File: src/hw/secbank_pkg.sv
// constants for the security and peripheral control bank
package secbank_pkg;
    // configuration memory locations
    localparam logic [7:0]  CFG_SECURITY_STATUS = 8'h13;
    localparam logic [7:0]  CFG_PERIPH_A        = 8'h26;
    localparam logic [7:0]  CFG_PERIPH_B        = 8'h29;
    // direct i/o ports
    localparam logic [15:0] IO_PERIPH_B         = 16'h0C65;
    localparam logic [15:0] IO_DISKETTE_CTRL    = 16'h2065;
    localparam logic [7:0]  DISKETTE_CTRL_INDEX = 8'h99;
    // diskette control fields
    localparam int          DC_DISABLE_BIT      = 1;
    localparam int          DC_LOCK_BIT         = 2;
    localparam int          DC_WRITE_EN_BIT     = 3;
    // security status fields
    localparam int          SS_PASSWORD_SET     = 0;
    localparam int          SS_LOCK_OVERRIDE    = 1;
    localparam int          SS_KEYLOCK_EN       = 2;
    localparam int          SS_BOOT_DISABLE     = 3;
    localparam int          SS_ADMIN_PW         = 5;
    localparam int          SS_BLANK_EN         = 6;
    // peripheral fields
    localparam int          PA_DISKETTE_EN      = 0;
    localparam int          PB_SERIAL_EN        = 1;
    localparam int          PB_FIXED_DISK_EN    = 4;
    localparam int          PB_PARALLEL_LO      = 5;
    // reset values
    localparam logic [7:0]  DISKETTE_CTRL_RESET = 8'h08;
    localparam logic [7:0]  SECURITY_RESET      = 8'h00;
    localparam logic [7:0]  PERIPH_A_RESET      = 8'h01;
    localparam logic [7:0]  PERIPH_B_RESET      = 8'h12;
    // parallel placement codes
    localparam logic [1:0]  PAR_PRIMARY         = 2'h0;
    localparam logic [1:0]  PAR_SECONDARY       = 2'h1;
    localparam logic [1:0]  PAR_TERTIARY        = 2'h2;
    localparam logic [1:0]  PAR_DISABLED        = 2'h3;
endpackage : secbank_pkg

File: src/hw/security_peripheral_control_bank.sv
// security and peripheral control bank: config bytes, indexed diskette control, gating outputs
// Behaviour
// - diskette disable bit one blocks all diskette access; default zero allows it
// - while lock bit is one, writes cannot change the diskette disable bit
// - diskette write-enable bit zero suppresses diskette writes; default one
// - two-bit field places parallel port: primary, secondary, tertiary, or disabled
// - fixed disk controller enabled by its bit one, disabled by zero
// - serial interface enabled by its bit one, disabled by zero
// - lowest bit of first peripheral byte enables diskette controller; others reserved
// - second peripheral byte also reachable through a fixed i/o port
// - keyboard-lock enable bit, default zero
// - screen blank bit enables blanking and implies keyboard lock
// - boot control bit inverted: zero permits diskette boot, one prevents
// - admin password bit reports presence
// - lock override bit enables network server override
`timescale 1ns/1ns
`default_nettype none
module security_peripheral_control_bank (
    input  wire logic        clk,
    input  wire logic        reset_n,
    // configuration memory port
    input  wire logic [7:0]  cfg_addr,
    input  wire logic        cfg_wr,
    input  wire logic        cfg_rd,
    input  wire logic [7:0]  cfg_wdata,
    output logic      [7:0]  cfg_rdata,
    // system i/o port (index byte selects register behind the diskette port)
    input  wire logic [15:0] io_addr,
    input  wire logic [7:0]  io_index,
    input  wire logic        io_wr,
    input  wire logic        io_rd,
    input  wire logic [7:0]  io_wdata,
    output logic      [7:0]  io_rdata,
    output logic             io_hit,
    // diskette requests to gate
    input  wire logic        dsk_req,
    input  wire logic        dsk_req_write,
    output logic             dsk_grant,
    output logic             dsk_write_grant,
    // peripheral gating
    output logic             diskette_ctrl_en,
    output logic             fixed_disk_en,
    output logic             serial_en,
    output logic             parallel_en,
    output logic      [1:0]  parallel_place,
    // security settings
    output logic             password_set,
    output logic             lock_override,
    output logic             keylock_en,
    output logic             diskette_boot_ok,
    output logic             admin_pw_present,
    output logic             blank_en
);
    import secbank_pkg::*;

    logic [7:0] sec_q;
    logic [7:0] pa_q;
    logic [7:0] pb_q;
    logic [7:0] dc_q;
    logic       wr_sec;
    logic       wr_pa;
    logic       wr_pb;
    logic       wr_pb_cfg;
    logic       wr_pb_io;
    logic       wr_dc;
    logic       rd_dc;
    logic [7:0] dc_mask;
    logic [7:0] next_cfg_rdata;
    logic [7:0] next_io_rdata;

    function automatic logic io_is_dc(input logic [15:0] a, input logic [7:0] idx);
        return a == IO_DISKETTE_CTRL && idx == DISKETTE_CTRL_INDEX;
    endfunction

    assign wr_sec = cfg_wr && cfg_addr == CFG_SECURITY_STATUS;
    assign wr_pa  = cfg_wr && cfg_addr == CFG_PERIPH_A;
    // same storage from both paths; the i/o port wins a same-cycle collision
    assign wr_pb_cfg = cfg_wr && cfg_addr == CFG_PERIPH_B;
    assign wr_pb_io  = io_wr && io_addr == IO_PERIPH_B;
    assign wr_pb  = wr_pb_cfg || wr_pb_io;
    assign wr_dc  = io_wr && io_is_dc(io_addr, io_index);
    assign rd_dc  = io_rd && io_is_dc(io_addr, io_index);
    // lock bit freezes the disable bit, lock and write-enable stay writable
    assign dc_mask = dc_q[DC_LOCK_BIT] ? ~(8'h01 << DC_DISABLE_BIT) : 8'hFF;

    byte_reg #(.RESET_VALUE(SECURITY_RESET)) u_sec (
        .clk     (clk),
        .reset_n (reset_n),
        .wr      (wr_sec),
        .wmask   (8'hFF),
        .wdata   (cfg_wdata),
        .q       (sec_q)
    );
    byte_reg #(.RESET_VALUE(PERIPH_A_RESET)) u_pa (
        .clk     (clk),
        .reset_n (reset_n),
        .wr      (wr_pa),
        .wmask   (8'hFF),
        .wdata   (cfg_wdata),
        .q       (pa_q)
    );
    byte_reg #(.RESET_VALUE(PERIPH_B_RESET)) u_pb (
        .clk     (clk),
        .reset_n (reset_n),
        .wr      (wr_pb),
        .wmask   (8'hFF),
        .wdata   (wr_pb_io ? io_wdata : cfg_wdata),
        .q       (pb_q)
    );
    byte_reg #(.RESET_VALUE(DISKETTE_CTRL_RESET)) u_dc (
        .clk     (clk),
        .reset_n (reset_n),
        .wr      (wr_dc),
        .wmask   (dc_mask),
        .wdata   (io_wdata),
        .q       (dc_q)
    );

    always_comb begin
        next_cfg_rdata = cfg_rdata;
        if (cfg_rd) begin
            unique case (cfg_addr)
                CFG_SECURITY_STATUS: next_cfg_rdata = sec_q;
                CFG_PERIPH_A:        next_cfg_rdata = pa_q;
                CFG_PERIPH_B:        next_cfg_rdata = pb_q;
                default:             next_cfg_rdata = 8'h00;
            endcase
        end
        next_io_rdata = io_rdata;
        if (io_rd) begin
            if (io_addr == IO_PERIPH_B) begin
                next_io_rdata = pb_q;
            end else if (io_is_dc(io_addr, io_index)) begin
                next_io_rdata = dc_q;
            end else begin
                next_io_rdata = 8'h00;
            end
        end
    end

    always_ff @(posedge clk or negedge reset_n) begin
        if (!reset_n) begin
            cfg_rdata <= 8'h00;
            io_rdata  <= 8'h00;
        end else begin
            cfg_rdata <= next_cfg_rdata;
            io_rdata  <= next_io_rdata;
        end
    end

    assign io_hit = io_addr == IO_PERIPH_B || io_is_dc(io_addr, io_index);

    // access gating is combinational so a request never sees a stale grant
    assign dsk_grant        = dsk_req && !dc_q[DC_DISABLE_BIT] && pa_q[PA_DISKETTE_EN];
    assign dsk_write_grant  = dsk_grant && dsk_req_write && dc_q[DC_WRITE_EN_BIT];
    assign diskette_ctrl_en = pa_q[PA_DISKETTE_EN];
    assign fixed_disk_en    = pb_q[PB_FIXED_DISK_EN];
    assign serial_en        = pb_q[PB_SERIAL_EN];
    assign parallel_place   = pb_q[PB_PARALLEL_LO +: 2];
    assign parallel_en      = pb_q[PB_PARALLEL_LO +: 2] != PAR_DISABLED;
    assign password_set     = sec_q[SS_PASSWORD_SET];
    assign lock_override    = sec_q[SS_LOCK_OVERRIDE];
    assign blank_en         = sec_q[SS_BLANK_EN];
    assign keylock_en       = sec_q[SS_KEYLOCK_EN] || sec_q[SS_BLANK_EN];
    assign diskette_boot_ok = !sec_q[SS_BOOT_DISABLE];
    assign admin_pw_present = sec_q[SS_ADMIN_PW];

    chk_disable_blocks: assert property (@(posedge clk) disable iff (!reset_n)
        dc_q[DC_DISABLE_BIT]
        |-> !dsk_grant)
        else $error("diskette access granted while disabled");

    chk_grant_allowed: assert property (@(posedge clk) disable iff (!reset_n)
        (dsk_req && !dc_q[DC_DISABLE_BIT] && pa_q[PA_DISKETTE_EN])
        |-> dsk_grant)
        else $error("diskette access refused while allowed");

    chk_grant_needs_req: assert property (@(posedge clk) disable iff (!reset_n)
        !dsk_req
        |-> !dsk_grant)
        else $error("diskette grant without request");

    chk_lock_holds_bit: assert property (@(posedge clk) disable iff (!reset_n)
        (wr_dc && dc_q[DC_LOCK_BIT])
        |=> $stable(dc_q[DC_DISABLE_BIT]))
        else $error("locked disable bit changed");

    chk_locked_others: assert property (@(posedge clk) disable iff (!reset_n)
        (wr_dc && dc_q[DC_LOCK_BIT])
        |=> dc_q[DC_WRITE_EN_BIT] == $past(io_wdata[DC_WRITE_EN_BIT]))
        else $error("write enable not written while locked");

    chk_unlocked_write: assert property (@(posedge clk) disable iff (!reset_n)
        (wr_dc && !dc_q[DC_LOCK_BIT])
        |=> dc_q == $past(io_wdata))
        else $error("diskette control write lost");

    chk_dc_idle: assert property (@(posedge clk) disable iff (!reset_n)
        !wr_dc
        |=> $stable(dc_q))
        else $error("diskette control changed without write");

    chk_dc_read: assert property (@(posedge clk) disable iff (!reset_n)
        rd_dc
        |=> io_rdata == $past(dc_q))
        else $error("diskette control read mismatch");

    chk_write_inhibit: assert property (@(posedge clk) disable iff (!reset_n)
        !dc_q[DC_WRITE_EN_BIT]
        |-> !dsk_write_grant)
        else $error("diskette write passed while inhibited");

    chk_write_allowed: assert property (@(posedge clk) disable iff (!reset_n)
        (dsk_grant && dsk_req_write && dc_q[DC_WRITE_EN_BIT])
        |-> dsk_write_grant)
        else $error("diskette write refused while allowed");

    chk_write_needs_grant: assert property (@(posedge clk) disable iff (!reset_n)
        !dsk_grant
        |-> !dsk_write_grant)
        else $error("diskette write without access grant");

    chk_parallel_off: assert property (@(posedge clk) disable iff (!reset_n)
        (pb_q[PB_PARALLEL_LO +: 2] == PAR_DISABLED)
        |-> !parallel_en)
        else $error("parallel enabled while disabled");

    chk_parallel_place: assert property (@(posedge clk) disable iff (!reset_n)
        (wr_pb_cfg && !wr_pb_io)
        |=> parallel_place == $past(cfg_wdata[PB_PARALLEL_LO +: 2]))
        else $error("parallel placement not written");

    chk_fixed_disk: assert property (@(posedge clk) disable iff (!reset_n)
        (wr_pb_cfg && !wr_pb_io)
        |=> fixed_disk_en == $past(cfg_wdata[PB_FIXED_DISK_EN]))
        else $error("fixed disk enable not written");

    chk_serial_gate: assert property (@(posedge clk) disable iff (!reset_n)
        (wr_pb_cfg && !wr_pb_io)
        |=> serial_en == $past(cfg_wdata[PB_SERIAL_EN]))
        else $error("serial enable not written");

    chk_diskette_ctrl: assert property (@(posedge clk) disable iff (!reset_n)
        !diskette_ctrl_en
        |-> !dsk_grant)
        else $error("disabled controller granted access");

    chk_pa_write: assert property (@(posedge clk) disable iff (!reset_n)
        wr_pa
        |=> pa_q == $past(cfg_wdata))
        else $error("first peripheral byte not written");

    chk_pa_idle: assert property (@(posedge clk) disable iff (!reset_n)
        !wr_pa
        |=> $stable(pa_q))
        else $error("first peripheral byte changed without write");

    chk_io_mirror: assert property (@(posedge clk) disable iff (!reset_n)
        (io_rd && io_addr == IO_PERIPH_B)
        |=> io_rdata == $past(pb_q))
        else $error("i/o mirror mismatch");

    chk_io_write_wins: assert property (@(posedge clk) disable iff (!reset_n)
        wr_pb_io
        |=> pb_q == $past(io_wdata))
        else $error("i/o write to second peripheral byte lost");

    chk_cfg_mirror: assert property (@(posedge clk) disable iff (!reset_n)
        (cfg_rd && cfg_addr == CFG_PERIPH_B)
        |=> cfg_rdata == $past(pb_q))
        else $error("config read of second peripheral byte mismatch");

    chk_pb_idle: assert property (@(posedge clk) disable iff (!reset_n)
        !wr_pb
        |=> $stable(pb_q))
        else $error("second peripheral byte changed without write");

    chk_password_bit: assert property (@(posedge clk) disable iff (!reset_n)
        wr_sec
        |=> password_set == $past(cfg_wdata[SS_PASSWORD_SET]))
        else $error("password state not written");

    chk_keylock_write: assert property (@(posedge clk) disable iff (!reset_n)
        wr_sec
        |=> keylock_en == ($past(cfg_wdata[SS_KEYLOCK_EN]) || $past(cfg_wdata[SS_BLANK_EN])))
        else $error("keyboard lock enable wrong");

    chk_sec_idle: assert property (@(posedge clk) disable iff (!reset_n)
        !wr_sec
        |=> $stable(sec_q))
        else $error("security byte changed without write");

    chk_blank_keylock: assert property (@(posedge clk) disable iff (!reset_n)
        blank_en
        |-> keylock_en)
        else $error("blanking without keyboard lock");

    chk_blank_write: assert property (@(posedge clk) disable iff (!reset_n)
        wr_sec
        |=> blank_en == $past(cfg_wdata[SS_BLANK_EN]))
        else $error("blank enable not written");

    chk_boot_polarity: assert property (@(posedge clk) disable iff (!reset_n)
        wr_sec
        |=> diskette_boot_ok == !$past(cfg_wdata[SS_BOOT_DISABLE]))
        else $error("boot polarity wrong");

    chk_admin_write: assert property (@(posedge clk) disable iff (!reset_n)
        wr_sec
        |=> admin_pw_present == $past(cfg_wdata[SS_ADMIN_PW]))
        else $error("administrator password bit not written");

    chk_override_write: assert property (@(posedge clk) disable iff (!reset_n)
        wr_sec
        |=> lock_override == $past(cfg_wdata[SS_LOCK_OVERRIDE]))
        else $error("lock override bit not written");

    cov_locked_disable: cover property (@(posedge clk) disable iff (!reset_n)
        dc_q[DC_LOCK_BIT] && dc_q[DC_DISABLE_BIT]);
    cov_locked_write:  cover property (@(posedge clk) disable iff (!reset_n) wr_dc && dc_q[DC_LOCK_BIT]);
    cov_write_blocked: cover property (@(posedge clk) disable iff (!reset_n)
        dsk_req && dsk_req_write && dsk_grant && !dsk_write_grant);
    cov_io_mirror:     cover property (@(posedge clk) disable iff (!reset_n) io_wr && io_addr == IO_PERIPH_B);
    cov_par_off:       cover property (@(posedge clk) disable iff (!reset_n) !parallel_en);
endmodule // security_peripheral_control_bank
`default_nettype wire

File: src/hw/byte_reg.sv
// one byte register with per-bit write mask
`timescale 1ns/1ns
`default_nettype none
module byte_reg #(
    parameter logic [7:0] RESET_VALUE = 8'h00
) (
    input  wire logic       clk,
    input  wire logic       reset_n,
    input  wire logic       wr,
    input  wire logic [7:0] wmask,
    input  wire logic [7:0] wdata,
    output logic      [7:0] q
);
    logic [7:0] next_q;

    always_comb begin
        next_q = q;
        if (wr) begin
            next_q = (q & ~wmask) | (wdata & wmask);
        end
    end

    always_ff @(posedge clk or negedge reset_n) begin
        if (!reset_n) begin
            q <= RESET_VALUE;
        end else begin
            q <= next_q;
        end
    end
endmodule // byte_reg
`default_nettype wire

File: config.mk
export PLATFORM = sky130hd
export DESIGN_NAME = security_peripheral_control_bank
export DESIGN_NICKNAME = d
export VERILOG_FILES = /design/src/hw/secbank_pkg.sv /design/src/hw/security_peripheral_control_bank.sv /design/src/hw/byte_reg.sv
export SDC_FILE = /design/constraint.sdc
export NUM_CORES = 1
export LEC_CHECK = 0
export ABC_AREA = 1
export BUFFER_PORTS_ARGS = -buffer_cell sky130_fd_sc_hd__buf_4
export CAP_MARGIN = 20
export CORE_UTILIZATION = 51
export CTS_CLUSTER_SIZE = 16
export DETAILED_ROUTE_END_ITERATION = 6
export GPL_ROUTABILITY_DRIVEN = 0
export GPL_TIMING_DRIVEN = 0
export PLACE_DENSITY = 0.89
export REMOVE_ABC_BUFFERS = 1
export SLEW_MARGIN = 10
export SYNTH_ARGS = -nofsm -noshare
export SYNTH_HDL_FRONTEND = slang
export SYNTH_SLANG_ARGS = --single-unit
File: constraint.sdc
create_clock -name clk -period 1.4 [get_ports clk]
set_clock_uncertainty 0.2 [all_clocks]
set_input_delay 0.21 -clock clk [delete_from_list [all_inputs] [get_ports clk]]
set_output_delay 0.21 -clock clk [all_outputs]
set_load 0.1 [all_outputs]
==> impl_metrics.csv <==
group,metric,value,unit
global_routing,grt_max_degree,49,
finish,layout_common_cells,"120 x nand2_1, 90 x buf_4, 42 x dfrtp_1",
die,coreArea,5170,µm²
timing,rsz0062_at_grt,"yes",
logic_synthesis,synth_top_family_by_area,"simple AND/OR/NAND/NOR gates",
global_routing,grt_pass1_vias,3203,
critical_path,critPathMaxStageDelay,0.58,ns
die,die_h,75.9,µm
critical_path,startpoint_type,"flip-flop",
placement,post-dp-hpwl,5.20,mm
logic_synthesis,seq_area_frac_synth,43.3,%
power_and_ir_drop,powerDensity,798,nW/µm²
critical_path,worstSetupPathType,"flip-flop to primary output",
logic_synthesis,synth_area,2790,µm²
logic_synthesis,synth_xor_area_share,0,%
clock_network,numCtsBuffers,5,
routing,vias_per_cell,6.11,
placement,dpl_worst_slack,-0.987,ns
min_path,hp-class,"input port to flip-flop",
placement,numPortBuffers,86,
global_routing,antenna_found_initial,0,
timing,fin_ws,-0.451,ns
critical_path,cp_slowest_cell,"dfstp_2",
timing,timing.fmax,540,MHz
clock_network,clk_latency,0.32,ns
run_status,outcome,"finished with violations",
logic_synthesis,synth_area_leaders,"dfrtp_1 40%, nand2_1 18%, nor2_1 7.7%, nand3_1 7.0%, inv_1 5.7%",
routing,drcViolationCount,2,
logic_synthesis,yosysTopAreaCell,"dfrtp_1",
routing,totalWireLength,11.3,mm
critical_path,critical_path_required,0.99,ns
finish,layout.filler_cells,255,
routing,drt_iter0_markers,774,
finish,antenna_cells,0,
power_and_ir_drop,totalPowerFinal,3.46,mW
global_routing,grt_pass1_wl,14.5,mm
logic_synthesis,synth-simple-area-share,39.4,%
die,die_x,75.9,µm
run,cap_violations,0,
power_and_ir_drop,ir_drop,860,µV
die,dieArea,5760,µm²
timing,report.final.slew_viol_count,0,
timing,setup_violations,31,
logic_synthesis,ys_types,27,
finish,nNetsFinal,571,
die,rows,26,
logic_synthesis,synth-seq-cells,48,
logic_synthesis,synthAdderAreaFrac,0,%
critical_path,crit_arrival,1.44,ns
timing,worstMarginPinSlew,0.606,ns
routing,dr_total_vias,3579,
clock_network,cts.clk_slew.worst_paths,0.09,ns
timing,fin_crit_sh,132,%
clock_network,cts_tree,"built",
logic_synthesis,ys_warn_count,0,
clock_network,cts_root_buf,"clkbuf_8",
timing,relSlewSlack,59.6,%
logic_synthesis,synth_top_cell_area_share,39.5,%
die,start_util,53.8,%
timing,fin_crit,1.85,ns
clock_network,cts.path.max_buffers,2,
logic_synthesis,muxShareOfSynthArea,0,%
global_routing,overflow,0,
clock_network,cts_sinks,48,
logic_synthesis,synthCells,391,
routing,wl_per_cell,19.3,µm
finish,area_growth_syn_to_layout,55.9,%
critical_path,cp_max_fo,2,
clock_network,cts_htree_levels,2,
logic_synthesis,syn_avg_cell_area,7.12,µm²
global_routing,groute.usage.overall,31.4,%
finish,final_common_cell,"nand2_1",
die,io-pin-count,87,
routing,drtAntennaViolNets,0,
power_and_ir_drop,leakagePower,2.24,nW
timing,hold_viol_final,0,
finish,drive_gt1_share,38.6,%
run_status,violations,"design-rule violations, negative setup slack",
logic_synthesis,synth-compound-area-share,6.74,%
critical_path,crit_chain,"nand2_2, nor2_4, and3_4, buf_12",
critical_path,setup.worst_path.end_class,"primary output",
routing,drt-pass1-iter-count,7,
==> area by class of cell <==
cell class / instances / area, µm² / share of cell area (%)
clock inverters: 1 / 30.0 / 0.692
repair buffers: 131 / 1220 / 28.2
flip-flops and latches: 48 / 1210 / 27.8
well taps: 70 / 87.6 / 2.02
multi-input cells: 284 / 1520 / 35.0
clock buffers: 7 / 96.3 / 2.22
inverters: 45 / 176 / 4.06
==> what timing repair did <==
item,CTS,global route
endpoints found under the hold margin,65,0
pin swaps,3,22
buffers inserted,14,19
resized for setup,55,61
hold buffers,14,0
setup endpoints to repair,52,64
==> path summary, 6_finish.rpt <==
| path | startpoint | end | slack (ns) | cells after the start |
|---|---|---|---|---|
| min in group asynchronous | reset_n | io_rdata[6] | 0.24 | 2 |
| worst max register to register | u_pa.q[0] | cfg_rdata[0] | -0.04 | 6 |
| worst min-delay path | cfg_wdata[2] | u_sec.q[2] | 0.003 | 3 |
| worst min register to register | cfg_rdata[7] | cfg_rdata[7] | 0.30 | 2 |
| max in group asynchronous | reset_n | u_pb.q[5] | 0.31 | 2 |
| worst max-delay path | u_pa.q[0] | dsk_write_grant | -0.45 | 4 |
==> cell families (layout without fill, tap and decap cells) <==
family,after synthesis,count (layout)
AND/OR/NAND/NOR,255,255
buffers and inverters,59,184
flip-flops,48,48
AO/OA/AOI/OAI,29,29
==> synthesized netlist by cell type <==
cell type / number
nand2_1: 133
nor2_1: 57
dfrtp_1: 44
inv_1: 42
nand3_1: 39
nand2_2: 9
o21a_1: 8
o21ai_1: 8
o21ai_0: 7
o21ai_2: 6
buf_4: 5
dfstp_2: 4
buf_6: 3
inv_2: 3
nand4_1: 3
nor2_2: 3
and3_1: 2
buf_2: 2
clkbuf_1: 2
nand3_2: 2
nor2_4: 2
nor3_1: 2
and2_4: 1
buf_12: 1
buf_8: 1
nor3_4: 1
or2_2: 1
==> layer usage <==
layer / vias up / GRT usage (%) / share of wire [%]
li1: 1454 / - / -
met1: 1634 / 36.2 / 34
met2: 392 / 55.5 / 48
met3: 99 / 6.75 / 12
met4: 0 / 14.2 / 6.9
met5: - / 0 / 0
==> stage by stage <==
stage          instances  TNS (ns)  util (%)  instance area (µm²)  hold slack, ns
6_report             586     -2.20      83.9                 4340         0.00307
5_1_grt              586     -3.17      83.9                 4340         0.00770
4_1_cts              569     -1.39      76.9                 3980        0.000636
3_5_place_dp         533    -30.39      65.6                 3390          0.0556
3_3_place_gp         533    -27.94      65.6                 3390          0.0521
2_1_floorplan        377    -15.17         -                 2660          -0.286
==> power breakdown <==
group / internal (mW) / total (mW) / switching (mW)
Combinational: 0.313 / 0.843 / 0.530
Sequential: 1.45 / 1.50 / 0.0546
Clock: 0.631 / 1.12 / 0.489
==> registers in the layout, summed over array words and instances (netlist names), named ones only <==
name and count:
u_pa.q 8, cfg_rdata 8, io_rdata 8, u_pb.q 8, u_dc.q 7, u_sec.q 8
==> critical path: cells and delay by family, from the launching register on <==
family | cells | cell delay (ns)
DFF | 1 | 0.58
and+or+nand+nor | 3 | 0.38
buffers and inverters | 1 | 0.17
(Power assumes the default switching activity.)
